`src/core/sspi_pkg.sv`:
```
// Purpose: shared constants, types and decode helpers for the sync serial port
// Assumes: 8-bit data held in 32-bit aligned APB words
// Notes:   byte offsets are APB byte addresses

package sspi_pkg;

  ////////////////////////////////////////////////////////////////////////////
  // register byte offsets
  localparam logic [7:0] SSPI_OFF_DATA = 8'h00;
  localparam logic [7:0] SSPI_OFF_STAT = 8'h04;
  localparam logic [7:0] SSPI_OFF_CTRL = 8'h08;
  localparam logic [7:0] SSPI_OFF_BAUD = 8'h0c;
  localparam logic [7:0] SSPI_OFF_EVT  = 8'h10;

  // reset values
  localparam logic [7:0] SSPI_RST_CTRL = 8'h00;
  localparam logic [7:0] SSPI_RST_BAUD = 8'h00;
  localparam logic [7:0] SSPI_RST_DATA = 8'h00;

  // field positions
  localparam int SSPI_STAT_SMP   = 7;
  localparam int SSPI_STAT_CKE   = 6;
  localparam int SSPI_EVT_PIF    = 0;
  localparam int SSPI_EVT_BCOL   = 1;
  localparam int SSPI_EVT_RSGO   = 4;
  localparam int SSPI_CTRL_WRITE_COLLISION_FLAG  = 7;
  localparam int SSPI_CTRL_OV    = 6;

  // mode field codes
  localparam logic [3:0] SSPI_M_SPI_F4  = 4'h0;
  localparam logic [3:0] SSPI_M_SPI_F16 = 4'h1;
  localparam logic [3:0] SSPI_M_SPI_F64 = 4'h2;
  localparam logic [3:0] SSPI_M_SPI_BRG = 4'h3;
  localparam logic [3:0] SSPI_M_SLV_SS  = 4'h4;
  localparam logic [3:0] SSPI_M_SLV     = 4'h5;
  localparam logic [3:0] SSPI_M_I2C_S10 = 4'h7;
  localparam logic [3:0] SSPI_M_I2C_HW  = 4'h8;
  localparam logic [3:0] SSPI_M_I2C_FW  = 4'hb;
  localparam logic [3:0] SSPI_M_I2C_S7P = 4'he;
  localparam logic [3:0] SSPI_M_I2C_S10P = 4'hf;

  // baud reload values (half period minus one, in system clocks)
  localparam logic [6:0] SSPI_DIV_F4  = 7'h01;
  localparam logic [6:0] SSPI_DIV_F16 = 7'h07;
  localparam logic [6:0] SSPI_DIV_F64 = 7'h1f;

  // transfer counts
  localparam logic [3:0] SSPI_LAST_BIT  = 4'h7;
  localparam logic [3:0] SSPI_LAST_EDGE = 4'hf;

  ////////////////////////////////////////////////////////////////////////////
  typedef struct packed {
    logic       write_collision_flag;
    logic       ov;
    logic       en;
    logic       ckp;
    logic [3:0] mode;
  } sspi_ctl_t;

  typedef enum logic [2:0] {
    RS_IDLE,
    RS_SDA_REL,
    RS_SCL_REL,
    RS_HOLD,
    RS_SDA_LOW
  } sspi_rs_t;

  ////////////////////////////////////////////////////////////////////////////
  function automatic logic sspi_is_spi(input logic [3:0] m);
    return (m <= SSPI_M_SLV);
  endfunction

  function automatic logic sspi_is_spi_m(input logic [3:0] m);
    return (m <= SSPI_M_SPI_BRG);
  endfunction

  function automatic logic sspi_is_i2c_m(input logic [3:0] m);
    return (m == SSPI_M_I2C_HW) || (m == SSPI_M_I2C_FW);
  endfunction

  function automatic logic [6:0] sspi_div(input logic [3:0] m, input logic [6:0] baud_rate_generator);
    case (m)
      SSPI_M_SPI_F4:  return SSPI_DIV_F4;
      SSPI_M_SPI_F16: return SSPI_DIV_F16;
      SSPI_M_SPI_F64: return SSPI_DIV_F64;
      default:        return baud_rate_generator;
    endcase
  endfunction

endpackage

```
`src/core/sspi_sync.sv`:
```
// Purpose: two-stage synchroniser for pin inputs
// Assumes: inputs asynchronous to CLK
// Notes:   first stage is read only by the second

`timescale 1ns/1ps

module sspi_sync #(
  parameter int             W   = 1,
  parameter logic [W-1:0]   RST = '0
) (
  // clock and reset
  input  wire logic         clk,
  input  wire logic         resetn,
  // data
  input  wire logic [W-1:0] d,
  output logic      [W-1:0] q
);

  logic [W-1:0] meta;

  always_ff @(posedge clk) begin
    if (!resetn) begin
      meta <= RST;
      q    <= RST;
    end else begin
      meta <= d;
      q    <= meta;
    end
  end

endmodule // sspi_sync

```
`src/core/sspi_baud.sv`:
```
// Purpose: reloadable down counter shared by spi clocking and i2c timing
// Assumes: load has priority over counting
// Notes:   zero is a level while the count rests at zero

`timescale 1ns/1ps

module sspi_baud #(
  parameter int W = 7
) (
  // clock and reset
  input  wire logic         clk,
  input  wire logic         resetn,
  // control
  input  wire logic         load,
  input  wire logic [W-1:0] value,
  output logic              zero
);

  logic [W-1:0] cnt;

  always_ff @(posedge clk) begin
    if (!resetn) begin
      cnt <= '0;
    end else if (load) begin
      cnt <= value;
    end else if (cnt != '0) begin
      cnt <= cnt - 1'b1;
    end
  end

  assign zero = (cnt == '0);

endmodule // sspi_baud

```
`src/core/sspi_top.sv`:
```
// Purpose: sync serial port, spi data path and i2c repeated start master
// Assumes: apb slave on CLK_SYS, pins synchronised by two flops
// Notes:   i2c slave modes are decoded but have no engine here

`timescale 1ns/1ps

module sspi_top (
  // clock and reset
  input  wire logic        CLK_SYS,
  input  wire logic        RESETN,
  // apb slave
  input  wire logic        PSEL,
  input  wire logic        PENABLE,
  input  wire logic        PWRITE,
  input  wire logic [7:0]  PADDR,
  input  wire logic [31:0] PWDATA,
  output logic      [31:0] PRDATA,
  output logic             PREADY,
  output logic             PSLVERR,
  // serial clock pin (spi clock, i2c clock)
  input  wire logic        SCK_I,
  output logic             SCK_O,
  output logic             SCK_OE,
  // spi data pins
  input  wire logic        SDI,
  output logic             SDO,
  output logic             SDO_OE,
  input  wire logic        SS_N,
  // i2c data pin
  input  wire logic        SDA_I,
  output logic             SDA_O,
  output logic             SDA_OE,
  // pin ownership
  output logic             PINS_TO_PORT
);

  import sspi_pkg::*;

  ////////////////////////////////////////////////////////////////////////////
  // state
  sspi_ctl_t  ctl;
  logic       smp;
  logic       cke;
  logic [7:0] baud;
  logic [7:0] rx_buf;
  logic [7:0] sr;
  logic       bf;
  logic       pif;
  logic       bcol;
  logic [3:0] bit_cnt;
  logic [3:0] edge_cnt;
  logic       m_run;
  logic       sck_d;
  logic       scl_low;
  logic       sda_low;
  sspi_rs_t   rs;
  sspi_rs_t   next_rs;
  logic       rs_load;
  logic       rs_col;
  logic [3:0] pin_s;
  logic       bz;

  ////////////////////////////////////////////////////////////////////////////
  // pin synchronisers: sck, sdi, ss_n, sda
  sspi_sync #(
    .W   (4),
    .RST (4'hf)
  ) u_sync (
    .clk    (CLK_SYS),
    .resetn (RESETN),
    .d      ({SCK_I, SDI, SS_N, SDA_I}),
    .q      (pin_s)
  );

  wire sck_s  = pin_s[3];
  wire sdi_s  = pin_s[2];
  wire ss_n_s = pin_s[1];
  wire sda_s  = pin_s[0];
  wire scl_s  = pin_s[3];

  ////////////////////////////////////////////////////////////////////////////
  // apb decode
  wire acc      = PSEL & PENABLE & PREADY;
  wire wr       = acc & PWRITE;
  wire rd       = acc & ~PWRITE;
  wire wr_data  = wr & (PADDR == SSPI_OFF_DATA);
  wire rd_data  = rd & (PADDR == SSPI_OFF_DATA);
  wire wr_stat  = wr & (PADDR == SSPI_OFF_STAT);
  wire wr_ctrl  = wr & (PADDR == SSPI_OFF_CTRL);
  wire wr_baud  = wr & (PADDR == SSPI_OFF_BAUD);
  wire wr_evt   = wr & (PADDR == SSPI_OFF_EVT);
  wire mapped   = (PADDR == SSPI_OFF_DATA) | (PADDR == SSPI_OFF_STAT)
                | (PADDR == SSPI_OFF_CTRL) | (PADDR == SSPI_OFF_BAUD)
                | (PADDR == SSPI_OFF_EVT);
  wire answer   = PSEL & PENABLE & ~PREADY;

  ////////////////////////////////////////////////////////////////////////////
  // mode decode
  wire spi      = ctl.en & sspi_is_spi(ctl.mode);
  wire spi_m    = spi & sspi_is_spi_m(ctl.mode);
  wire spi_s    = spi & ~sspi_is_spi_m(ctl.mode);
  wire i2cm     = ctl.en & sspi_is_i2c_m(ctl.mode);
  // slave select only gates the slave when the ss mode is chosen
  wire ss_ok    = (ctl.mode != SSPI_M_SLV_SS) | ~ss_n_s;

  ////////////////////////////////////////////////////////////////////////////
  // clock edges: master from its own divider, slave from the pin
  wire tick     = m_run & bz;
  wire m_lead   = tick & (SCK_O == ctl.ckp);
  wire s_edge   = spi_s & ss_ok & (sck_s != sck_d);
  wire s_lead   = s_edge & (sck_d == ctl.ckp);
  wire lead     = m_lead | s_lead;
  wire trail    = (tick | s_edge) & ~lead;
  wire in_edge  = cke ? lead : trail;
  wire out_edge = cke ? trail : lead;
  // late sampling only makes sense in master with output on trailing edge
  wire samp     = (smp & spi_m & cke) ? trail : in_edge;

  wire [7:0] rx_byte = {sr[6:0], sdi_s};
  wire done     = samp & (bit_cnt == SSPI_LAST_BIT);
  wire busy     = m_run | (bit_cnt != '0) | (rs != RS_IDLE);
  wire wr_ok    = wr_data & ~busy;
  wire wr_col   = wr_data & busy;
  wire rs_go    = wr_evt & PWDATA[SSPI_EVT_RSGO] & i2cm & ~busy;

  ////////////////////////////////////////////////////////////////////////////
  // baud generator: spi half period or i2c repeated start timing
  wire       b_load  = (wr_ok & spi_m) | tick | rs_load;
  wire [6:0] b_value = spi_m ? sspi_div(ctl.mode, baud[6:0]) : baud[6:0];

  sspi_baud #(
    .W (7)
  ) u_baud (
    .clk    (CLK_SYS),
    .resetn (RESETN),
    .load   (b_load),
    .value  (b_value),
    .zero   (bz)
  );

  ////////////////////////////////////////////////////////////////////////////
  // repeated start sequencer
  always_comb begin
    next_rs = rs;
    rs_load = 1'b0;
    rs_col  = 1'b0;
    case (rs)
      RS_IDLE: begin
        if (rs_go) begin
          next_rs = RS_SDA_REL;
          rs_load = 1'b1;
        end
      end
      RS_SDA_REL: begin
        if (bz) next_rs = RS_SCL_REL;
      end
      RS_SCL_REL: begin
        if (scl_s) begin
          if (!sda_s) begin
            rs_col = 1'b1;
          end else begin
            next_rs = RS_HOLD;
            rs_load = 1'b1;
          end
        end
      end
      RS_HOLD: begin
        // sda pulled low by another master here is not a collision
        if (!scl_s && sda_s) begin
          rs_col = 1'b1;
        end else if (bz) begin
          next_rs = RS_SDA_LOW;
          rs_load = 1'b1;
        end
      end
      RS_SDA_LOW: begin
        if (bz) next_rs = RS_IDLE;
      end
      default: next_rs = RS_IDLE;
    endcase
    if (rs_col || !i2cm) next_rs = RS_IDLE;
  end

  always_ff @(posedge CLK_SYS) begin
    if (!RESETN) rs <= RS_IDLE;
    else         rs <= next_rs;
  end

  always_ff @(posedge CLK_SYS) begin
    if (!RESETN || !i2cm || rs_col) begin
      scl_low <= 1'b0;
      sda_low <= 1'b0;
    end else begin
      if (rs_go) scl_low <= 1'b1;
      else if (rs == RS_SDA_REL && bz) scl_low <= 1'b0;
      else if (rs == RS_SDA_LOW && bz) scl_low <= 1'b1;
      if (rs_go) sda_low <= 1'b0;
      else if (rs == RS_HOLD && next_rs == RS_SDA_LOW) sda_low <= 1'b1;
    end
  end

  ////////////////////////////////////////////////////////////////////////////
  // software registers
  always_ff @(posedge CLK_SYS) begin
    if (!RESETN) begin
      ctl  <= SSPI_RST_CTRL;
      baud <= SSPI_RST_BAUD;
      smp  <= 1'b0;
      cke  <= 1'b0;
    end else begin
      if (wr_ctrl) begin
        ctl.en   <= PWDATA[5];
        ctl.ckp  <= PWDATA[4];
        ctl.mode <= PWDATA[3:0];
      end
      // set wins over a clearing write
      ctl.write_collision_flag <= wr_col | (ctl.write_collision_flag & ~(wr_ctrl & ~PWDATA[SSPI_CTRL_WRITE_COLLISION_FLAG]));
      ctl.ov   <= (done & bf) | (ctl.ov & ~(wr_ctrl & ~PWDATA[SSPI_CTRL_OV]));
      if (wr_baud) baud <= PWDATA[7:0];
      if (wr_stat) begin
        smp <= PWDATA[SSPI_STAT_SMP];
        cke <= PWDATA[SSPI_STAT_CKE];
      end
    end
  end

  always_ff @(posedge CLK_SYS) begin
    if (!RESETN) begin
      pif  <= 1'b0;
      bcol <= 1'b0;
    end else begin
      pif  <= done | rs_col | (pif & ~(wr_evt & ~PWDATA[SSPI_EVT_PIF]));
      bcol <= rs_col | (bcol & ~(wr_evt & ~PWDATA[SSPI_EVT_BCOL]));
    end
  end

  ////////////////////////////////////////////////////////////////////////////
  // receive buffer; an overflowing byte never overwrites unread data
  always_ff @(posedge CLK_SYS) begin
    if (!RESETN) begin
      rx_buf <= SSPI_RST_DATA;
      bf     <= 1'b0;
    end else begin
      if (done && !bf) rx_buf <= rx_byte;
      bf <= done | (bf & ~rd_data);
    end
  end

  ////////////////////////////////////////////////////////////////////////////
  // shift engine
  always_ff @(posedge CLK_SYS) begin
    if (!RESETN) begin
      sr       <= SSPI_RST_DATA;
      bit_cnt  <= '0;
      edge_cnt <= '0;
      m_run    <= 1'b0;
      // matches the synchroniser's reset level so no false edge follows reset
      sck_d    <= 1'b1;
    end else begin
      sck_d <= sck_s;
      if (wr_ok) sr <= PWDATA[7:0];
      else if (samp) sr <= rx_byte;
      if (!spi || (spi_s && !ss_ok)) bit_cnt <= '0;
      else if (samp) bit_cnt <= done ? 4'h0 : bit_cnt + 4'h1;
      if (wr_ok && spi_m) edge_cnt <= '0;
      else if (tick) edge_cnt <= edge_cnt + 4'h1;
      if (!spi_m) m_run <= 1'b0;
      else if (wr_ok) m_run <= 1'b1;
      else if (tick && edge_cnt == SSPI_LAST_EDGE) m_run <= 1'b0;
    end
  end

  ////////////////////////////////////////////////////////////////////////////
  // pin drivers; all released while the port is disabled
  always_ff @(posedge CLK_SYS) begin
    if (!RESETN) begin
      SCK_O        <= 1'b0;
      SCK_OE       <= 1'b0;
      SDO          <= 1'b0;
      SDO_OE       <= 1'b0;
      SDA_O        <= 1'b0;
      SDA_OE       <= 1'b0;
      PINS_TO_PORT <= 1'b0;
    end else begin
      if (!m_run) SCK_O <= spi_m ? ctl.ckp : 1'b0;
      else if (tick) SCK_O <= ~SCK_O;
      SCK_OE <= spi_m | (i2cm & scl_low);
      if (wr_ok && cke) SDO <= PWDATA[7];
      else if (out_edge) SDO <= samp ? sr[6] : sr[7];
      SDO_OE <= spi & ss_ok;
      SDA_O  <= 1'b0;
      SDA_OE <= i2cm & sda_low;
      PINS_TO_PORT <= ctl.en;
    end
  end

  ////////////////////////////////////////////////////////////////////////////
  // apb answer: one wait state, so reads see settled state
  wire [31:0] rd_mux =
      (PADDR == SSPI_OFF_DATA) ? {24'h000000, rx_buf} :
      (PADDR == SSPI_OFF_STAT) ? {24'h000000, smp, cke, 3'b000, busy, 1'b0, bf} :
      (PADDR == SSPI_OFF_CTRL) ? {24'h000000, ctl} :
      (PADDR == SSPI_OFF_BAUD) ? {24'h000000, baud} :
      (PADDR == SSPI_OFF_EVT)  ? {29'h00000000, rs != RS_IDLE, bcol, pif} :
                                 32'h00000000;

  always_ff @(posedge CLK_SYS) begin
    if (!RESETN) begin
      PREADY  <= 1'b0;
      PSLVERR <= 1'b0;
      PRDATA  <= 32'h00000000;
    end else begin
      PREADY  <= answer;
      PSLVERR <= answer & ~mapped;
      if (answer && !PWRITE) PRDATA <= rd_mux;
    end
  end
endmodule // sspi_top

```
`config.mk`:
```
export PLATFORM = sky130hd
export DESIGN_NAME = sspi_top
export DESIGN_NICKNAME = d
export VERILOG_FILES = /design/src/core/sspi_pkg.sv /design/src/core/sspi_sync.sv /design/src/core/sspi_baud.sv /design/src/core/sspi_top.sv
export SDC_FILE = /design/constraint.sdc
export NUM_CORES = 1
export LEC_CHECK = 0
export BUFFER_PORTS_ARGS = -buffer_cell sky130_fd_sc_hd__buf_2
export CAP_MARGIN = 20
export CORE_MARGIN = 2
export CORE_UTILIZATION = 54
export CTS_CLUSTER_DIAMETER = 40
export DETAILED_ROUTE_END_ITERATION = 10
export GPL_TIMING_DRIVEN = 0
export PLACE_DENSITY = 0.84
export RECOVER_POWER = 50
export SETUP_SLACK_MARGIN = 0.3
export SYNTH_ARGS = -nofsm -noshare
export SYNTH_HDL_FRONTEND = slang
export SYNTH_SLANG_ARGS = --single-unit
export TNS_END_PERCENT = 5
```
`constraint.sdc`:
```
create_clock -name CLK_SYS -period 3.45 [get_ports CLK_SYS]
set_clock_uncertainty 0.15 [all_clocks]
set_input_delay 0.1725 -clock CLK_SYS [delete_from_list [all_inputs] [get_ports CLK_SYS]]
set_output_delay 0.1725 -clock CLK_SYS [all_outputs]
set_load 0.01 [all_outputs]
```
==> results.yml <==
placement:
  hpwl_mm: 7.986
  pre_cts_slack_ps: 437.5
  place_congestion: 0.9186
  port-buffer-count: 40
  place_area_um2: 4576
floorplan:
  fp.dieArea_um2: 8415
  rows: 31
  ios: 90
  die_w_um: 91.74
  die_height_um: 91.74
  core_um2: 7370
  start_util_pct: 56.40
setup_path:
  worst_path_max_delay_cell: "or4_1"
  worstSetupStartpoint: "u_baud.cnt[0]$_SDFFE_PN0P_"
  crit_path_start_kind: "flop"
  cp_num_buf_inv: 2
  timing.rr.start: "u_baud.cnt[0]$_SDFFE_PN0P_"
  cp_max_fo: 6
  required_ps: 3590
  worstSetupPathType: "flop to flop"
  crit_arrival_ps: 3200
  cp_top_family: "simple AND/OR/NAND/NOR gates"
  worst_setup_path_end_kind: "flop"
  max_stage_delay_ps: 520
  cp_cell_sequence: "inv_1 > ha_1 > or3b_1 > clkbuf_1 > o211a_1 > or3_1 > o31a_1 > or4_1 > a21oi_1"
global_routing:
  grt_pass1_vias: 3655
  grt_pass1_wl_mm: 17.62
  overflow: 0
  grt_usage_pct: 26.50
  grt_max_degree: 17
  antenna_found_initial: 0
final_layout:
  final_common_cell: "dfxtp_1"
  final_layout_size_suffix_gt1_share_pct: 13.65
  ff_latch_area_um2: 1662
  layout_common_cells: "dfxtp_1, nor2_1, clkbuf_1"
  fillers: 631
  syn_to_final_growth_pct: 17.58
  multi_input_area_um2: 2242
  nets: 634
  fin_area_um2: 4887
  fin_util_pct: 66.32
  n_antenna_cell: 0
timing:
  hold_slack_ps: 16.53
  setup_slack_ps: 387.8
  min_period_ps: 3062
  maxSlewViolCount: 0
  max_freq_mhz: 326.6
  fin_crit_sh_pct: 88.76
  tightest_slew_ps: 716.3
  rsz0062_at_grt: "true"
  hold_viol: 0
  setup_viol_count_final: 0
  fin_tns_setup_ps: 0
  max_slew_margin_pct: 51.57
synth:
  seq_area_frac_synth_pct: 39.98
  synth.area.mux_share_pct: 8.880
  syn_inst: 491
  synth_top_family_by_area: "simple AND/OR/NAND/NOR gates"
  synth_seq_cells: 83
  yosys.area_share.simple_pct: 23.48
  ys_warn_count: 0
  synth_xor_area_share_pct: 2.318
  synthTopCellsByArea: "dfxtp_1, mux2i_1, nor2_1"
  synth_cell_types: 58
  synth_edf_count: 0
  synth_top_cell_area_share_pct: 39.98
  netlist_area_um2: 4156
  synth_compound_area_share_pct: 15.59
  syn_area_per_cell_um2: 8.465
  synth_fa_ha_area_share_pct: 1.204
  async_flop_share_pct: 0
  synth_top_flop_cell: "dfxtp_1"
  yosysTopAreaCell: "dfxtp_1"
clocking:
  htree_levels: 3
  cts_root_buf: "clkbuf_8"
  cts_tree: "yes"
  post-cts-setup-buffers: 0
  insertion_delay_ps: 360
  cts.reportedPaths.clkPinSlew_ps: 90
  numCtsBuffers: 9
  clockBufferDepth: 2
  clock-sinks: 83
route:
  first_pass_iters: 7
  ant_nets: 0
  drt_iter0_markers: 345
  highest_layer: "met4"
  via_per_inst: 5.750
  routed_wl_mm: 10.96
  wl_met3_um: 920
  wl_met1_mm: 4.735
  wl_per_cell_um: 15.99
  num_vias: 3939
  wl_met2_mm: 4.985
  drc: 0
run:
  maxCapViolations: 0
hold_path:
  worstHoldStart: "PWDATA[7]"
  min_path_type: "input port to flop"
power_and_ir_drop:
  ir_drop_mv: 0.3267
  p_leak_nw: 1.947
  power_density_nw_per_um2: 429.8
outcome:
  status: "finished clean"
-- state kept, by name, summed over array words and instances, names as in the netlist, 3 cells and up --
name,flops
PRDATA,8
baud,8
bit_cnt,4
ctl,8
edge_cnt,4
rs,3
rx_buf,8
sr,8
u_baud.cnt,7
u_sync.meta,4
u_sync.q,4
-- worst paths after layout --
| path | cells past startpoint | end | slack (ps) |
|---|---|---|---|
| max | 9 | bit_cnt[3]$_SDFFE_PP0P_ | 390 |
| min | 3 | smp$_SDFFE_PN0P_ | 20 |
| max reg2reg | 9 | bit_cnt[3]$_SDFFE_PP0P_ | 390 |
| min reg2reg | 1 | u_sync.q[1]$_SDFF_PN1_ | 260 |
-- through the flow --
stage / std cells / power [mW]
final: 685 / 2.101
after global routing: 685 / 2.190
after CTS: 685 / 2.097
after detailed placement: 655 / 1.432
after global placement: 654 / 1.410
after floorplan: 515 / 1.329
-- cell usage after synthesis (all sizes together) (5+ instances only) --
cell type / n
a21oi: 28
a31oi: 10
and3: 5
buf: 29
clkbuf: 24
dfxtp: 83
inv: 14
mux2i: 29
nand2: 32
nand2b: 13
nand3: 15
nand4: 10
nor2: 54
nor3: 15
nor3b: 5
nor4: 6
o21ai: 30
or3: 7
or3b: 5
or4: 5
xnor2: 8
-- cells by family after synthesis --
logic type	Yosys count
AO/OA/AOI/OAI	104
XOR/XNOR	11
buffers and inverters	67
AND/OR/NAND/NOR	187
flip-flops	83
multiplexers	34
adder cells (fa/ha/maj)	4
other	1
-- per-layer routing --
layer / up-vias / global-route usage [%]
li1: 1891 / -
met1: 1827 / 35.49
met2: 191 / 42.10
met3: 30 / 4.026
met4: 0 / 12.56
met5: - / 0
-- worst register-to-register path, delay by kind of cell, from the launching register on --
family                     cells  cell delay, ps
and+or+nand+nor                3            1270
AOI/OAI and AO/OA              3             760
adders and majority gates      1             200
DFF                            1             350
buffers and inverters          2             270
-- area by class of cell --
cell class                      instances  area share, %
Buffer                                 53          6.119
Clock inverter                          7          1.254
Sequential cell                        83          34.00
Multi-Input combinational cell        365          45.88
Clock buffer                            9          2.535
Inverter                               14          1.075
Timing Repair Buffer                   55          6.605
Tap cell                               99          2.535
-- where the power goes --
| group | internal (mW) | switching, mW | total, mW | leakage (nW) |
|---|---|---|---|---|
| combinational | 0.172 | 0.232 | 0.404 | 1.19 |
| sequential | 0.995 | 0.0397 | 1.03 | 0.672 |
| clock | 0.274 | 0.388 | 0.662 | 0.0884 |
-- timing repair --
item	4_1_cts	5_1_grt
hold buffers	14	0
setup endpoints to repair	0	5
gates resized for setup	0	1
endpoints found under the hold margin	16	0
No activity file was read; power rests on OpenSTA's default activity.
